### src/core/svhcr_pkg.sv
// Register map, field positions and reset values of the serial video control bank
package svhcr_pkg;
	localparam int unsigned ADDR_W = 8;
	localparam int unsigned DATA_W = 16;
	localparam int unsigned NUM_CH = 2;

	// Register offsets
	localparam logic [7:0] OFF_COMMAND   = 8'h00;
	localparam logic [7:0] OFF_DATA_PATH = 8'h01;
	localparam logic [7:0] OFF_FUNCTION  = 8'h02;
	localparam logic [7:0] OFF_LOCK_STAT = 8'h03;
	localparam logic [7:0] OFF_ORIGIN    = 8'h05;
	localparam logic [7:0] OFF_SWAP_CFG  = 8'h0f;
	localparam logic [7:0] OFF_PER_CHANNEL_ENABLE_BITS = 8'h10;
	localparam logic [7:0] OFF_DIRECTION = 8'h12;
	localparam logic [7:0] OFF_EDGE      = 8'h13;
	localparam logic [7:0] OFF_FRAMING   = 8'h14;
	localparam logic [7:0] OFF_UNDERFLOW = 8'h18;
	localparam logic [7:0] OFF_OVERFLOW  = 8'h1a;
	localparam logic [7:0] OFF_INT_STAT  = 8'h20;
	localparam logic [7:0] OFF_INT_MASK  = 8'h21;
	localparam logic [7:0] OFF_RSVD_LO   = 8'h80;
	localparam logic [7:0] OFF_RSVD_HI   = 8'h81;

	// Field positions
	localparam int unsigned BIT_CMD_EN    = 3;
	localparam int unsigned BIT_LOCKED    = 0;
	localparam int unsigned BIT_HALF_SWAP = 3;
	localparam int unsigned BIT_BYTE_SWAP = 0;
	localparam int unsigned CH_RX_BASE    = 0;
	localparam int unsigned CH_TX_BASE    = 2;
	localparam int unsigned INT_UNDER_LSB = 0;
	localparam int unsigned INT_OVER_LSB  = 2;

	// Legacy register slots (stored, no effect)
	localparam int unsigned LEG_DATA_PATH = 0;
	localparam int unsigned LEG_FUNCTION  = 1;
	localparam int unsigned LEG_DIRECTION = 2;
	localparam int unsigned LEG_EDGE      = 3;
	localparam int unsigned LEG_FRAMING   = 4;
	localparam int unsigned NUM_LEGACY    = 5;

	// Reset values
	localparam logic        RST_CMD_EN   = 1'h0;
	localparam logic [1:0]  RST_SWAP     = 2'h0;
	localparam logic [3:0]  RST_CH_EN    = 4'h0;
	localparam logic [7:0]  RST_LEGACY   = 8'h00;
	localparam logic [3:0]  RST_INT_MASK = 4'h0;
	localparam logic [15:0] READ_ZERO    = 16'h0000;

	// Origin code: arbitrary neutral value
	localparam logic [7:0] ORIGIN_DEFAULT = 8'h5a;
endpackage

### src/core/svhcr_regs.sv
// Control and status register bank with swap datapath and channel gating
`timescale 1ns/1ps
`default_nettype none

// Overview of operation
// - A channel moves DMA data only while the global enable and its own channel enable are set.
// - With the global enable clear all channels are held in reset, FIFOs flushed, flags cleared.
// - Lock status bit zero reads one only while the host-side transfer clock reports lock.
// - A read-only byte returns the code of whoever made the loaded configuration.
// - The half-word exchange bit swaps the two 16-bit halves of each 32-bit word.
// - The byte-pair exchange bit swaps bytes within each half, giving order 1, 0, 3, 2.
// - With both exchange bits set the bytes of each word come out fully reversed.
// - Channel enable bits zero and one gate receive data of channels zero and one.
// - Channel enable bits two and three gate transmit data of channels zero and one.
// - A cleared channel enable bit holds that path in reset until set again.
// - Addresses 0x80 and 0x81 are reserved and do nothing.
// - Legacy registers accept accesses but never affect the channels.
// - A transmit underflow sets that channel's flag and repeats the last valid byte.
// - A receive overflow sets that channel's flag and drops data while it lasts.
module svhcr_regs #(
	parameter logic [7:0] ORIGIN_CODE = svhcr_pkg::ORIGIN_DEFAULT
) (
	input  wire logic        ref_clk,
	input  wire logic        reset,
	input  wire logic [7:0]  regAddr,
	input  wire logic [15:0] regWrData,
	input  wire logic        regWrite,
	input  wire logic        regRead,
	output var  logic [15:0] regRdData,
	output var  logic        irq,
	input  wire logic        hostSideClockLocked,
	input  wire logic [31:0] wordIn,
	input  wire logic        wordInValid,
	output var  logic [31:0] wordOut,
	output var  logic        wordOutValid,
	input  wire logic [1:0]  txFifoValid,
	input  wire logic [15:0] txFifoByte,
	input  wire logic [1:0]  txSlot,
	output var  logic [15:0] txLineByte,
	output var  logic [1:0]  txLineValid,
	input  wire logic [1:0]  rxByteValid,
	input  wire logic [15:0] rxByte,
	input  wire logic [1:0]  rxFifoFull,
	output var  logic [1:0]  rxFifoWrite,
	output var  logic [15:0] rxFifoByte,
	output var  logic [1:0]  rxChanRun,
	output var  logic [1:0]  txChanRun,
	output var  logic [1:0]  rxChanReset,
	output var  logic [1:0]  txChanReset,
	output var  logic        fifoFlush
);
	typedef struct packed {
		logic                                   cmdEn;
		logic [1:0]                             swapCfg;
		logic [3:0]                             chEn;
		logic [svhcr_pkg::NUM_LEGACY-1:0][7:0]  legacy;
		logic [1:0]                             underFlag;
		logic [1:0]                             overFlag;
		logic [3:0]                             intStat;
		logic [3:0]                             intMask;
		logic [15:0]                            rdData;
		logic                                   irq;
		logic [31:0]                            wordOut;
		logic                                   wordOutValid;
		logic [1:0][7:0]                        txHold;
		logic [1:0]                             txValid;
		logic [1:0]                             rxWrite;
		logic [1:0][7:0]                        rxData;
		logic [1:0]                             rxRun;
		logic [1:0]                             txRun;
		logic [1:0]                             rxRst;
		logic [1:0]                             txRst;
		logic                                   flush;
	} svhcr_state_t;

	svhcr_state_t st_r;
	svhcr_state_t st_nxt;

	// Whole state is one record; this process computes the next copy
	always_comb begin
		logic [31:0] w;
		logic [1:0]  rxRunNow;
		logic [1:0]  txRunNow;
		logic [3:0]  events;
		logic [15:0] rd;
		st_nxt = st_r;
		w = wordIn;
		rxRunNow = '0;
		txRunNow = '0;
		events = '0;
		rd = svhcr_pkg::READ_ZERO;

		// Register writes; unmapped and reserved addresses fall through
		if (regWrite) begin
			if (regAddr == svhcr_pkg::OFF_COMMAND) begin
				st_nxt.cmdEn = regWrData[svhcr_pkg::BIT_CMD_EN];
			end else if (regAddr == svhcr_pkg::OFF_SWAP_CFG) begin
				st_nxt.swapCfg = {regWrData[svhcr_pkg::BIT_HALF_SWAP],
					regWrData[svhcr_pkg::BIT_BYTE_SWAP]};
			end else if (regAddr == svhcr_pkg::OFF_PER_CHANNEL_ENABLE_BITS) begin
				st_nxt.chEn = regWrData[3:0];
			end else if (regAddr == svhcr_pkg::OFF_DATA_PATH) begin
				st_nxt.legacy[svhcr_pkg::LEG_DATA_PATH] = regWrData[7:0];
			end else if (regAddr == svhcr_pkg::OFF_FUNCTION) begin
				st_nxt.legacy[svhcr_pkg::LEG_FUNCTION] = regWrData[7:0];
			end else if (regAddr == svhcr_pkg::OFF_DIRECTION) begin
				st_nxt.legacy[svhcr_pkg::LEG_DIRECTION] = regWrData[7:0];
			end else if (regAddr == svhcr_pkg::OFF_EDGE) begin
				st_nxt.legacy[svhcr_pkg::LEG_EDGE] = regWrData[7:0];
			end else if (regAddr == svhcr_pkg::OFF_FRAMING) begin
				st_nxt.legacy[svhcr_pkg::LEG_FRAMING] = regWrData[7:0];
			end else if (regAddr == svhcr_pkg::OFF_INT_MASK) begin
				st_nxt.intMask = regWrData[3:0];
			end
		end

		// Channel run decisions use the freshly written enables
		for (int c = 0; c < svhcr_pkg::NUM_CH; c++) begin
			rxRunNow[c] = st_nxt.cmdEn & st_nxt.chEn[svhcr_pkg::CH_RX_BASE + c];
			txRunNow[c] = st_nxt.cmdEn & st_nxt.chEn[svhcr_pkg::CH_TX_BASE + c];
		end
		st_nxt.rxRun = rxRunNow;
		st_nxt.txRun = txRunNow;
		// Reset lines kept as flops of their own, so no inverter sits on an output
		st_nxt.rxRst = ~rxRunNow;
		st_nxt.txRst = ~txRunNow;
		st_nxt.flush = ~st_nxt.cmdEn;

		// Per-channel datapaths; a path out of run is held idle
		for (int c = 0; c < svhcr_pkg::NUM_CH; c++) begin
			st_nxt.txValid[c] = 1'b0;
			st_nxt.rxWrite[c] = 1'b0;
			if (!txRunNow[c]) begin
				st_nxt.txHold[c] = '0;
				st_nxt.underFlag[c] = 1'b0;
			end else if (txSlot[c]) begin
				st_nxt.txValid[c] = 1'b1;
				if (txFifoValid[c]) begin
					st_nxt.txHold[c] = txFifoByte[c*8 +: 8];
				end else begin
					// Old byte stays in txHold and is sent again
					st_nxt.underFlag[c] = 1'b1;
					events[svhcr_pkg::INT_UNDER_LSB + c] = 1'b1;
				end
			end
			if (!rxRunNow[c]) begin
				st_nxt.overFlag[c] = 1'b0;
			end else if (rxByteValid[c]) begin
				if (rxFifoFull[c]) begin
					// Byte is discarded, the FIFO is not touched
					st_nxt.overFlag[c] = 1'b1;
					events[svhcr_pkg::INT_OVER_LSB + c] = 1'b1;
				end else begin
					st_nxt.rxWrite[c] = 1'b1;
					st_nxt.rxData[c] = rxByte[c*8 +: 8];
				end
			end
		end

		// Word swapping, byte 0 is bits 7:0
		case (st_r.swapCfg)
			2'h2: w = {wordIn[15:0], wordIn[31:16]};
			2'h1: w = {wordIn[23:16], wordIn[31:24], wordIn[7:0], wordIn[15:8]};
			2'h3: w = {wordIn[7:0], wordIn[15:8], wordIn[23:16], wordIn[31:24]};
			default: w = wordIn;
		endcase
		st_nxt.wordOut = w;
		st_nxt.wordOutValid = wordInValid;

		// Sticky interrupt bits: a new event beats a same-cycle clear
		if (regWrite && regAddr == svhcr_pkg::OFF_INT_STAT) begin
			st_nxt.intStat = st_r.intStat & ~regWrData[3:0];
		end
		st_nxt.intStat = st_nxt.intStat | events;
		st_nxt.irq = |(st_nxt.intStat & st_nxt.intMask);

		// Read mux; answer lands in the cycle after the strobe only
		if (regRead) begin
			if (regAddr == svhcr_pkg::OFF_COMMAND) begin
				rd[svhcr_pkg::BIT_CMD_EN] = st_r.cmdEn;
			end else if (regAddr == svhcr_pkg::OFF_LOCK_STAT) begin
				rd[svhcr_pkg::BIT_LOCKED] = hostSideClockLocked;
			end else if (regAddr == svhcr_pkg::OFF_ORIGIN) begin
				rd[7:0] = ORIGIN_CODE;
			end else if (regAddr == svhcr_pkg::OFF_SWAP_CFG) begin
				rd[svhcr_pkg::BIT_HALF_SWAP] = st_r.swapCfg[1];
				rd[svhcr_pkg::BIT_BYTE_SWAP] = st_r.swapCfg[0];
			end else if (regAddr == svhcr_pkg::OFF_PER_CHANNEL_ENABLE_BITS) begin
				rd[3:0] = st_r.chEn;
			end else if (regAddr == svhcr_pkg::OFF_DATA_PATH) begin
				rd[7:0] = st_r.legacy[svhcr_pkg::LEG_DATA_PATH];
			end else if (regAddr == svhcr_pkg::OFF_FUNCTION) begin
				rd[7:0] = st_r.legacy[svhcr_pkg::LEG_FUNCTION];
			end else if (regAddr == svhcr_pkg::OFF_DIRECTION) begin
				rd[7:0] = st_r.legacy[svhcr_pkg::LEG_DIRECTION];
			end else if (regAddr == svhcr_pkg::OFF_EDGE) begin
				rd[7:0] = st_r.legacy[svhcr_pkg::LEG_EDGE];
			end else if (regAddr == svhcr_pkg::OFF_FRAMING) begin
				rd[7:0] = st_r.legacy[svhcr_pkg::LEG_FRAMING];
			end else if (regAddr == svhcr_pkg::OFF_UNDERFLOW) begin
				rd[1:0] = st_r.underFlag;
			end else if (regAddr == svhcr_pkg::OFF_OVERFLOW) begin
				rd[1:0] = st_r.overFlag;
			end else if (regAddr == svhcr_pkg::OFF_INT_STAT) begin
				rd[3:0] = st_r.intStat;
			end else if (regAddr == svhcr_pkg::OFF_INT_MASK) begin
				rd[3:0] = st_r.intMask;
			end else if (regAddr == svhcr_pkg::OFF_RSVD_LO || regAddr == svhcr_pkg::OFF_RSVD_HI) begin
				rd = svhcr_pkg::READ_ZERO;
			end
		end
		st_nxt.rdData = rd;
	end

	// State register; async reset loads constants only
	always_ff @(posedge ref_clk or posedge reset) begin
		if (reset) begin
			st_r <= '0;
			st_r.cmdEn <= svhcr_pkg::RST_CMD_EN;
			st_r.swapCfg <= svhcr_pkg::RST_SWAP;
			st_r.chEn <= svhcr_pkg::RST_CH_EN;
			st_r.intMask <= svhcr_pkg::RST_INT_MASK;
			st_r.rxRst <= 2'h3;
			st_r.txRst <= 2'h3;
			st_r.flush <= 1'b1;
		end else begin
			st_r <= st_nxt;
		end
	end

	// Outputs straight from the state flip-flops
	assign regRdData    = st_r.rdData;
	assign irq          = st_r.irq;
	assign wordOut      = st_r.wordOut;
	assign wordOutValid = st_r.wordOutValid;
	assign txLineByte   = st_r.txHold;
	assign txLineValid  = st_r.txValid;
	assign rxFifoWrite  = st_r.rxWrite;
	assign rxFifoByte   = st_r.rxData;
	assign rxChanRun    = st_r.rxRun;
	assign txChanRun    = st_r.txRun;
	assign rxChanReset  = st_r.rxRst;
	assign txChanReset  = st_r.txRst;
	assign fifoFlush    = st_r.flush;
endmodule

`default_nettype wire

### config.mk
export PLATFORM = sky130hd
export DESIGN_NAME = svhcr_regs
export DESIGN_NICKNAME = d
export VERILOG_FILES = /design/src/core/svhcr_pkg.sv /design/src/core/svhcr_regs.sv
export SDC_FILE = /design/constraint.sdc
export NUM_CORES = 1
export LEC_CHECK = 0
export ABC_AREA = 0
export BUFFER_PORTS_ARGS = -buffer_cell sky130_fd_sc_hd__buf_2
export CORE_ASPECT_RATIO = 0.8
export CORE_MARGIN = 2
export CORE_UTILIZATION = 53
export CTS_CLUSTER_SIZE = 8
export DETAILED_ROUTE_END_ITERATION = 10
export GPL_TIMING_DRIVEN = 0
export PLACE_DENSITY = 0.81
export SYNTH_ARGS = -nofsm -noshare
export SYNTH_HDL_FRONTEND = slang
export SYNTH_SLANG_ARGS = --single-unit
### constraint.sdc
create_clock -name ref_clk -period 5.4 [get_ports ref_clk]
set_input_delay 0.81 -clock ref_clk [delete_from_list [all_inputs] [get_ports ref_clk]]
set_output_delay 0.81 -clock ref_clk [all_outputs]
set_load 0.02 [all_outputs]
==> metrics.md <==
| Metric | Value |
|---|---|
| Status | `completed` |
| Nets | `915` |
| Setup Skew | `approximately 0.0070 ns` |
| Die area | `0.0151 sq mm` |
| PortBufs | `175` |
| DRT Wirelength | `about 19000 um` |
| Ranking of synthesized cells by area | `dfrtp_1, mux4_2, buf_4` |
| Req. time, crit path | `5.71 ns` |
| Max Clock Freq | `~0.33 GHz` |
| Sequential power share | `0.419` |
| Min Tclk post-route | `roughly 3 ns` |
| Synthesized cell area | `about 0.0075 sq mm` |
| Leading area contributor after synthesis | `dfrtp_1` |
| Leakage | `about 4.6 nW` |
| Diode count | `0` |
| Gr usage total | `0.255` |
| Crit path kind | `primary input to register` |
| Die Y | `about 110 um` |
| Final slew viol count | `0` |
| Worst hold path class | `primary input to async pin` |
| CP max stage cell | `nor4_1` |
| CTS Hold Buffers Added | `0` |
| Worst-path clk slew | `0.06 ns` |
| Post-CTS sizing | `0` |
| Setup_tns | `0 ns` |
| Htree depth | `4` |
| Pwr Density | `approximately 300 mW/mm^2` |
| Post-synthesis sequential area ratio | `0.488` |
| Top cell type's share of synthesized area | `0.470` |
| DR vias/cell | `5.67` |
| Max Cap Viol | `0` |
| Postcts setup bufs | `0` |
| Final Wtd Congestion | `slightly above 0.9` |
| Syn Area/Cell | `between 10 and 15 sq um` |
| Crit path max-delay family | `simple AND/OR/NAND/NOR gates` |
| Worst-skew pair later-pin latency | `0.43 ns` |
| Yosys cell types | `68` |
| Crit path DAT | `roughly 3.4 ns` |
| Utilization after layout | `0.680` |
| Maximum vdd drop | `around 0.00028 V` |
| Fin cells | `between 1000 and 1500` |
| Placed Instances | `between 900 and 1000` |
| Share of layout cells above drive strength 1 | `0.516` |
| Hold Fails Final Rpt | `0` |
| Synth Instances | `between 600 and 700` |
| Wire per inst | `between 15 and 20 um` |
| Synth warn | `0` |
| DRT antenna net count | `0` |
| # rows | `38` |
| Most numerous cell in the Yosys netlist | `dfrtp_1` |
| Least-Margin Pin Slew | `between 1 and 1.5 ns` |
| DRT Pass-1 Iters | `5` |
| Normalized max-slew margin | `0.270` |
| CTS tree | `built` |
| Number of synthesized flops with an enable pin | `0` |
| Commonest cells post-synth | `dfrtp_1, buf_4, nand2_1, mux2_2, mux4_2` |
| Area growth syn-to-layout | `24.1%` |
| Vias | `roughly 5700` |
| P_sw | `0.632 mW` |
| Comb power frac | `0.114` |
| DRC | `0` |
| Total of fill cells in the finished design | `roughly 1000` |
| Final Setup Violations | `0` |
| Root buffer cell | `clkbuf_16` |
| Initial DRC count | `around 420` |
| WP buf/inv | `2` |
| FFs w/ async S/R, synth | `1.00` |
| Crit path largest cell delay | `a little over 0.9 ns` |
| Internal | `about 2.1 mW` |
| R2r setup slk | `2.98 ns` |
| Cell breakdown of the critical path | `buf_2 > nor4_1 > nand4_1 > a22oi_2 > and3b_1 > buf_6 > mux2_4` |
| Grt total ovfl | `0` |
| Initial antenna violation count | `0` |
| Clock Power Share | `0.467` |
| DP Wirelength | `around 13000 um` |
| Sw Share | `0.229` |
| Die span in x | `about 140 um` |
| Core ar. | `between 0.01 and 0.015 sq mm` |
| Initial cell density of the core | `0.548` |
| Overall Power | `roughly 2.8 mW` |
| Vias in the first global route | `between 5000 and 6000` |
| Global-route wire length before repair | `between 20000 and 30000 um` |
| Largest net degree at the start of global routing | `84` |
| RSZ-0062 raised after global routing | `false` |
| Max clock buf depth | `2` |
| CP endpoint kind | `register` |
| Register bit count reported by yosys | `146` |
| Final period util | `0.564` |
| Main synth FF type | `dfrtp_1` |
| TritonCTS Buffers | `17` |
| Startpoint Class | `primary input` |
| I/O pin total | `between 150 and 200` |
| # clock sinks | `roughly 150` |
| Max FO, Critical Path | `9` |
## sequential cells by signal, indices dropped and copies added, names as in the netlist, 2 cells and up
name / count
regRdData: 8
st_r: 59
rxFifoWrite: 2
wordOut: 32
txChanReset: 2
txLineByte: 16
txLineValid: 2
rxFifoByte: 16
rxChanReset: 2
rxChanRun: 2
txChanRun: 2
## worst paths after layout
kind / from / endpoint / cells after the start
max: regAddr[7] / rxFifoByte[8]$_DFFE_PP0P_ / 7
min in group ref_clk: wordInValid / wordOutValid$_DFF_PP0_ / 1
min reg2reg: st_r[132]$_DFFE_PP0P_ / st_r[132]$_DFFE_PP0P_ / 2
max reg2reg: st_r[151]$_DFFE_PP0P_ / wordOut[31]$_DFF_PP0_ / 4
max in group asynchronous: reset / st_r[111]$_DFFE_PP0P_ / 3
min: reset / rxFifoByte[0]$_DFFE_PP0P_ / 2
## cell usage in the layout (no fill, tap or decap), types with 8 or more instances in the layout
cell	n
mux2_4	16
nand3_1	25
buf_4	95
nand2_1	46
dfrtp_1	141
clkbuf_16	17
clkbuf_1	18
buf_2	180
mux2_2	44
mux4_2	32
inv_1	12
conb_1	8
nor2_1	13
nand4_1	11
nor3_1	12
mux2i_1	9
a21oi_1	27
## layout make-up
cell class	instances	area (sq um)	share of cell area
plain buffers	125	855	0.0918
well taps	180	225	0.0242
inverters	13	53.8	0.00578
flip-flops and latches	146	3660	0.393
clock inverters	10	180	0.0193
clock buffers	21	470	0.0505
multi-input cells	334	2960	0.318
repair buffers	176	903	0.0970
## stage by stage
stage	setup slack (ns)	hold slack, ns	cell area (sq um)
finish	2.35	0.450	9310
global route	2.19	0.476	9310
CTS	2.40	0.477	9310
detailed placement	1.99	0.479	8660
global placement	-0.627	0.467	8630
floorplan	0.675	0.450	7530
## per-layer routing
metal | share of wire | GRT usage
met1 | 0.41 | 0.337
met4 | 0.018 | 0.0859
met2 | 0.49 | 0.410
met3 | 0.088 | 0.0638
met5 | 0 | 0
## power by group through the flow
stage | combinational [mW] | clock (mW) | sequential (mW)
final | 0.314 | 1.29 | 1.16
after CTS | 0.315 | 1.31 | 1.16
after detailed placement | 0.313 | 0 | 1.18
after global routing | 0.341 | 1.36 | 1.16
after floorplan | 0.203 | 0 | 1.17
after global placement | 0.298 | 0 | 1.17
## logic make-up (layout without fill, tap and decap cells)
family	after synthesis	after routing	synth area share
AOI/OAI and AO/OA	77	77	0.0747
other	1	8	0.000500
muxes	101	101	0.206
and+or+nand+nor	147	147	0.109
DFF	146	146	0.488
xor gates and xnor gates	1	1	0.00117
buffers and inverters	138	345	0.120
Power figures use the tool's default switching activity.
